### config.mk
export PLATFORM = sky130hd
export DESIGN_NAME = pbc_regs
export DESIGN_NICKNAME = d
export VERILOG_FILES = /design/src/design/pbc_pkg.sv /design/src/design/pbc_entry_store.sv /design/src/design/pbc_regs.sv
export SDC_FILE = /design/constraint.sdc
export NUM_CORES = 1
export LEC_CHECK = 0
export BUFFER_PORTS_ARGS = -buffer_cell sky130_fd_sc_hd__buf_2
export CORE_UTILIZATION = 45
export DETAILED_ROUTE_END_ITERATION = 12
export PLACE_DENSITY = 0.76
export SKIP_LAST_GASP = 1
export SLEW_MARGIN = 20
export SYNTH_ARGS = -nofsm -noshare
export SYNTH_HDL_FRONTEND = slang
export SYNTH_HIERARCHICAL = 1
export SYNTH_SLANG_ARGS = --single-unit
### constraint.sdc
create_clock -name clock -period 2 [get_ports clock]
set_input_delay 0.1 -clock clock [delete_from_list [all_inputs] [get_ports clock]]
set_output_delay 0.1 -clock clock [all_outputs]
set_load 0.02 [all_outputs]
### src/design/pbc_pkg.sv
package pbc_pkg;

  // ****************************************
  // Register offsets
  // ****************************************
  localparam logic [11:0] PBC_HDR_OFS  = 12'h20c;
  localparam logic [11:0] PBC_SEL_OFS  = 12'h210;
  localparam logic [11:0] PBC_DATA_OFS = 12'h214;
  localparam logic [11:0] PBC_FLAG_OFS = 12'h218;

  // ****************************************
  // Header constants
  // ****************************************
  localparam logic [15:0] PBC_CAP_ID   = 16'h0004;
  localparam logic [3:0]  PBC_CAP_VER  = 4'h1;
  localparam logic [11:0] PBC_NEXT_UP  = 12'h230;
  localparam logic [11:0] PBC_NEXT_DN  = 12'h220;

  // ****************************************
  // Index values and field positions
  // ****************************************
  localparam logic [7:0]  PBC_SEL_RESET = 8'h00;
  localparam logic [7:0]  PBC_SEL_D0MAX = 8'h00;
  localparam logic [7:0]  PBC_SEL_D0SUS = 8'h01;
  localparam int          PBC_BASE_LSB  = 0;
  localparam int          PBC_SCALE_LSB = 8;
  localparam int          PBC_SUB_LSB   = 10;
  localparam int          PBC_STATE_LSB = 13;
  localparam int          PBC_TYPE_LSB  = 15;
  localparam int          PBC_RAIL_LSB  = 18;
  localparam int          PBC_DESC_W    = 21;
  localparam int          PBC_FLAG_BIT  = 0;

  // ****************************************
  // Reset values and fixed entry types
  // ****************************************
  localparam logic [7:0]  PBC_BASE_RESET  = 8'h04;
  localparam logic [1:0]  PBC_SCALE_RESET = 2'h0;
  localparam logic [2:0]  PBC_SUB_RESET   = 3'h0;
  localparam logic [1:0]  PBC_STATE_RESET = 2'h0;
  localparam logic [2:0]  PBC_TYPE_MAX    = 3'h7;
  localparam logic [2:0]  PBC_TYPE_SUS    = 3'h3;
  localparam logic [2:0]  PBC_RAIL_RESET  = 3'h2;
  localparam logic        PBC_FLAG_RESET  = 1'h0;

  // ****************************************
  // Carriers
  // ****************************************
  typedef struct packed {
    logic [2:0] rail;
    logic [2:0] condType;
    logic [1:0] pmState;
    logic [2:0] subState;
    logic [1:0] scale;
    logic [7:0] basePower;
  } pbc_desc_type;

  typedef struct packed {
    logic        wrEn;
    logic        rdEn;
    logic [3:0]  byteEn;
    logic [11:0] addr;
    logic [31:0] wrData;
  } pbc_cfg_req_type;

  typedef struct packed {
    logic       load;
    logic       entry;
    logic [7:0] basePower;
    logic [1:0] scale;
    logic [1:0] pmState;
    logic       flagLoad;
    logic       flag;
  } pbc_sideband_type;

endpackage : pbc_pkg

### src/design/pbc_entry_store.sv
`timescale 1ns/1ns
module pbc_entry_store #(
  parameter int ENTRIES = 2
) (
  input  wire logic                  clock,
  input  wire logic                  rst,
  input  pbc_pkg::pbc_sideband_type  sideband,
  input  wire logic [7:0]            selectIndex,
  output pbc_pkg::pbc_desc_type      entryDesc
);

  // ****************************************
  // Overwritable fields per entry
  // ****************************************
  logic [7:0] base_q  [ENTRIES];
  logic [1:0] scale_q [ENTRIES];
  logic [1:0] state_q [ENTRIES];

  always_ff @(posedge clock or posedge rst) begin
    if (rst) begin
      for (int i = 0; i < ENTRIES; i++) begin
        base_q[i]  <= pbc_pkg::PBC_BASE_RESET;
        scale_q[i] <= pbc_pkg::PBC_SCALE_RESET;
        state_q[i] <= pbc_pkg::PBC_STATE_RESET;
      end
    end else if (sideband.load) begin
      base_q[sideband.entry]  <= sideband.basePower;
      scale_q[sideband.entry] <= sideband.scale;
      state_q[sideband.entry] <= sideband.pmState;
    end
  end

  // ****************************************
  // Entry mux
  // ****************************************
  // Combinational so the data word tracks a new index with no extra cycle
  always_comb begin
    entryDesc = '0;
    if (selectIndex < 8'(ENTRIES)) begin
      entryDesc.basePower = base_q[selectIndex[0]];
      entryDesc.scale     = scale_q[selectIndex[0]];
      entryDesc.subState  = pbc_pkg::PBC_SUB_RESET;
      entryDesc.pmState   = state_q[selectIndex[0]];
      entryDesc.condType  = (selectIndex == pbc_pkg::PBC_SEL_D0MAX) ?
                            pbc_pkg::PBC_TYPE_MAX : pbc_pkg::PBC_TYPE_SUS;
      entryDesc.rail      = pbc_pkg::PBC_RAIL_RESET;
    end
  end

endmodule : pbc_entry_store

### src/design/pbc_regs.sv
`timescale 1ns/1ns
module pbc_regs (
  input  wire logic                  clock,
  input  wire logic                  rst,
  input  wire logic                  upstreamPin,
  input  pbc_pkg::pbc_cfg_req_type   cfgReq,
  input  pbc_pkg::pbc_sideband_type  sideband,
  output logic [31:0]                cfgRdData,
  output logic                       cfgRdValid
);

  // ****************************************
  // Strap synchroniser
  // ****************************************
  logic upSync1_q;
  logic upSync2_q;

  always_ff @(posedge clock or posedge rst) begin
    if (rst) begin
      upSync1_q <= 1'b0;
      upSync2_q <= 1'b0;
    end else begin
      upSync1_q <= upstreamPin;
      upSync2_q <= upSync1_q;
    end
  end

  // ****************************************
  // Address decode
  // ****************************************
  // One shared compare keeps the write strobe, the read checks and the assertions in step
  function automatic logic addrHit(input logic [11:0] addr, input logic [11:0] ofs);
    return addr == ofs;
  endfunction : addrHit

  // ****************************************
  // Selection index and flag
  // ****************************************
  logic [7:0]  select_q;
  logic        sysFlag_q;
  logic        selWrite;
  pbc_pkg::pbc_desc_type entryDesc;

  // Only byte lane 0 carries the index, upper lanes are reserved
  assign selWrite = cfgReq.wrEn && cfgReq.byteEn[0]
                    && addrHit(cfgReq.addr, pbc_pkg::PBC_SEL_OFS);

  always_ff @(posedge clock or posedge rst) begin
    if (rst) begin
      select_q <= pbc_pkg::PBC_SEL_RESET;
    end else if (selWrite) begin
      select_q <= cfgReq.wrData[7:0];
    end
  end

  always_ff @(posedge clock or posedge rst) begin
    if (rst) begin
      sysFlag_q <= pbc_pkg::PBC_FLAG_RESET;
    end else if (sideband.flagLoad) begin
      sysFlag_q <= sideband.flag;
    end
  end

  pbc_entry_store #(
    .ENTRIES (2)
  ) u_store (
    .clock       (clock),
    .rst         (rst),
    .sideband    (sideband),
    .selectIndex (select_q),
    .entryDesc   (entryDesc)
  );

  // ****************************************
  // Read path
  // ****************************************
  logic [31:0] rdMux;
  logic [11:0] nextPtr;

  // Follows the strap live, so a late strap change shows two edges later
  assign nextPtr = upSync2_q ? pbc_pkg::PBC_NEXT_UP : pbc_pkg::PBC_NEXT_DN;

  // Unmapped offsets fall to zero so probing software sees nothing there
  always_comb begin
    case (cfgReq.addr)
      pbc_pkg::PBC_HDR_OFS:  rdMux = {nextPtr, pbc_pkg::PBC_CAP_VER, pbc_pkg::PBC_CAP_ID};
      pbc_pkg::PBC_SEL_OFS:  rdMux = {24'h000000, select_q};
      pbc_pkg::PBC_DATA_OFS: rdMux = {11'h000, entryDesc};
      pbc_pkg::PBC_FLAG_OFS: rdMux = {31'h00000000, sysFlag_q};
      default:               rdMux = 32'h00000000;
    endcase
  end

  always_ff @(posedge clock or posedge rst) begin
    if (rst) begin
      cfgRdData  <= 32'h00000000;
      cfgRdValid <= 1'b0;
    end else begin
      cfgRdValid <= cfgReq.rdEn;
      if (cfgReq.rdEn) begin
        cfgRdData <= rdMux;
      end
    end
  end

  logic rdData, rdHdr, rdFlag, rdSel;
  assign rdData = cfgReq.rdEn && addrHit(cfgReq.addr, pbc_pkg::PBC_DATA_OFS);
  assign rdHdr  = cfgReq.rdEn && addrHit(cfgReq.addr, pbc_pkg::PBC_HDR_OFS);
  assign rdFlag = cfgReq.rdEn && addrHit(cfgReq.addr, pbc_pkg::PBC_FLAG_OFS);
  assign rdSel  = cfgReq.rdEn && addrHit(cfgReq.addr, pbc_pkg::PBC_SEL_OFS);
endmodule : pbc_regs

==> flow_summary.toml <==
[yosys]
synth_cells = 247
yosys_register_bits = 59
yosys_warnings = 6
ys_types = 33
seq_area_frac_synth_pct = 50.84
syn_avg_cell_area_um2 = 11.78
syn_area_mm2 = 0.002909

[critical_path]
critPathBufInv = 1
cp-end-kind = "register"
cp_top_family = "simple AND/OR/NAND/NOR gates"
cp_cell_sequence = "or4_1, buf_4, nor3_1, mux2i_1, o22ai_1"
path_class = "reg2reg"
crit_arrival_ns = 2.05
path_max_fanout = 10
max_stage_delay_ns = 0.63
startpoint_type = "register"
critPathSlowestCell = "or4_1"
cp.required_ns = 2.24

[timing]
tightest_slew_ns = 0.8726
clock-skew-final_ns = 0.006330
period_share_pct = 90.74
finalMaxSlewViolations = 0
max_freq_mhz = 551.0
hold_viol_final = 0
period_needed_ns = 1.815
timing.slew.headroom_pct = 41.76
setup_viol = 0
fin_setup_tns_ns = 0
rsz0062_at_grt = "no"
holdWs_ns = 0.01547

[detailed_routing]
dr.first_iter.drc_count = 84
drt_drc_violations_left = 0
wl_mm = 5.644
dr.pass1.iters = 6
vias = 1995
routedWlPerCell_um = 13.94
postRouteAntennaNets = 0
routed_via_density = 4.926

[layout]
drive_gt1_share_pct = 42.12
n_antenna_cell = 0
area_growth_pct = 23.70
final_common_cell = "buf_2"
nets = 394
final_cell_mix = "buf_2 (66), dfrtp_1 (57), inv_1 (26), mux2_2 (26), o22ai_1 (21)"
final_cells = 405

[global_routing]
first_global_vias = 2001
gr-usage-all-layers_pct = 18.79
grt_remaining_overflow = 0
antenna_found_initial = 0
grt_max_degree = 36
grt_pass1_wl_mm = 9.308

[placement]
port_buffers = 66
gp_congestion = 0.7192
dp_cells = 374
dpl.hpwl_mm = 4.044

[clock_network]
clock_path_buffers = 2
cts.sinks = 59
cts_tree = "yes"
clk_latency_ns = 0.33
cts_buffers = 9
path_clk_slew_ns = 0.07
cts_resized = 0
root_buffer = "clkbuf_8"
h-tree-depth = 3

[floorplan]
die_x_um = 82.40
io_pins = 102
num_rows = 28
dieArea_mm2 = 0.006790
initial_core_util_pct = 48.00
core-area_mm2 = 0.006061
die_h_um = 82.40

[status]
status = "finished clean"

[power]
p_leak_nw = 1.752
powerDensity_mw_per_mm2 = 792.1
vdd_drop_max_mv = 0.4655

[job]
drv_cap = 0

[hold_path]
hold_path_class = "in2reg"
path summary, 6_finish.rpt:
path / slack, ns / start / to / cells after the start
max reg2reg: 0.19 / select_q[4]$_DFFE_PP0P_ / cfgRdData[5]$_DFFE_PP0P_ / 5
max in group asynchronous: 0.96 / rst / u_store/base_q[4]$_DFFE_PP0P_ / 3
max: 0.19 / select_q[4]$_DFFE_PP0P_ / cfgRdData[5]$_DFFE_PP0P_ / 5
min: 0.02 / sideband[2] / u_store/state_q[2]$_DFFE_PP0P_ / 2
min reg2reg: 0.36 / upSync1_q$_DFF_PP0_ / upSync2_q$_DFF_PP0_ / 0
min in group asynchronous: 0.41 / rst / cfgRdData[8]$_DFFE_PP0P_ / 4
cell families after synthesis:
| group | synth area share, % |
|---|---|
| simple gates | 10.97 |
| mux | 21.08 |
| flops | 50.84 |
| other cells | 0.2582 |
| compound gates | 6.194 |
| buf+inv | 10.67 |
through the flow:
step | setup slack, ns | power (W) | utilization [%] | instance area (um2)
CTS | 0.1840 | 0.002875 | 59.04 | 3578
global placement | 0.2742 | 0.001626 | 53.16 | 3222
finish | 0.1852 | 0.002851 | 59.37 | 3598
global route | 0.09532 | 0.002974 | 59.37 | 3598
floorplan | 0.1614 | 0.001558 | - | 2950
detailed placement | 0.1964 | 0.001642 | 53.16 | 3222
timing repair:
action                                  in CTS  in global routing
endpoints found under the setup margin       0                  0
hold endpoints to repair                    71                  2
hold buffers                                13                  2
setup buffers                                0                  0
state kept, by name, indices dropped and copies added (netlist names):
name             flops
sysFlag_q            1
u_store/scale_q      4
upSync1_q            1
upSync2_q            1
cfgRdData           23
cfgRdValid           1
u_store/base_q      16
select_q             8
u_store/state_q      4
per-layer routing:
metal | track usage, % | wire length [um] | part of all wire, % | vias to the layer above
met5 | 0 | 0 | 0 | -
met4 | 6.491 | 30 | 0.53 | 0
met3 | 5.934 | 309 | 5.5 | 5
met2 | 31.16 | 2778 | 49 | 52
met1 | 23.05 | 2526 | 45 | 962
li1 | - | - | - | 976
cells in the mapped netlist:
library cell  count  area, um2
or4_1             1      7.510
a31oi_1           1      6.260
buf_2             5      25.02
and4_1            1      8.760
o21ai_0           1      5.000
nor4b_1           1      8.760
mux2i_1          20      200.2
conb_1            2      7.510
mux2_4            8      120.1
a21boi_0          1      7.510
nor3_2           10      100.1
buf_6             3      33.78
nand4_2           1      12.51
dfstp_2           2      52.55
o2111ai_1         1      8.760
buf_4            16      120.1
nand4_1           1      6.260
nor3_1            4      20.02
dfrtp_1          57       1426
nand2_1          15      56.30
nor2_1            2      7.510
mux2_2           26      292.8
inv_1            26      97.59
o22a_1            1      8.760
o22ai_1          21      131.4
nor2b_1           2      12.51
nand2b_1          1      6.260
or3_1             1      6.260
nor4b_4           1      23.77
o22ai_2           1      12.51
and3b_1           4      35.03
nor3b_1           1      7.510
clkbuf_1          9      33.78
final cells by class:
class                   count  area, um2
multi-input cells         140       1161
well taps                  75      93.84
flip-flops and latches     59       1479
inverters                  26      97.59
fillers                   515       2462
repair buffers             89      540.5
clock buffers              10      137.6
clock inverters             6      88.84
report_power, final:
group / switching, W / internal [W] / total, W / leakage, nW
logic: 0.000160 / 0.000167 / 0.000327 / 0.884
registers: 0.0000368 / 0.00127 / 0.00131 / 0.759
clock network: 0.000477 / 0.000735 / 0.00121 / 0.108
total: 0.000674 / 0.00218 / 0.00285 / 1.75
No activity file was read; power rests on OpenSTA's default activity.
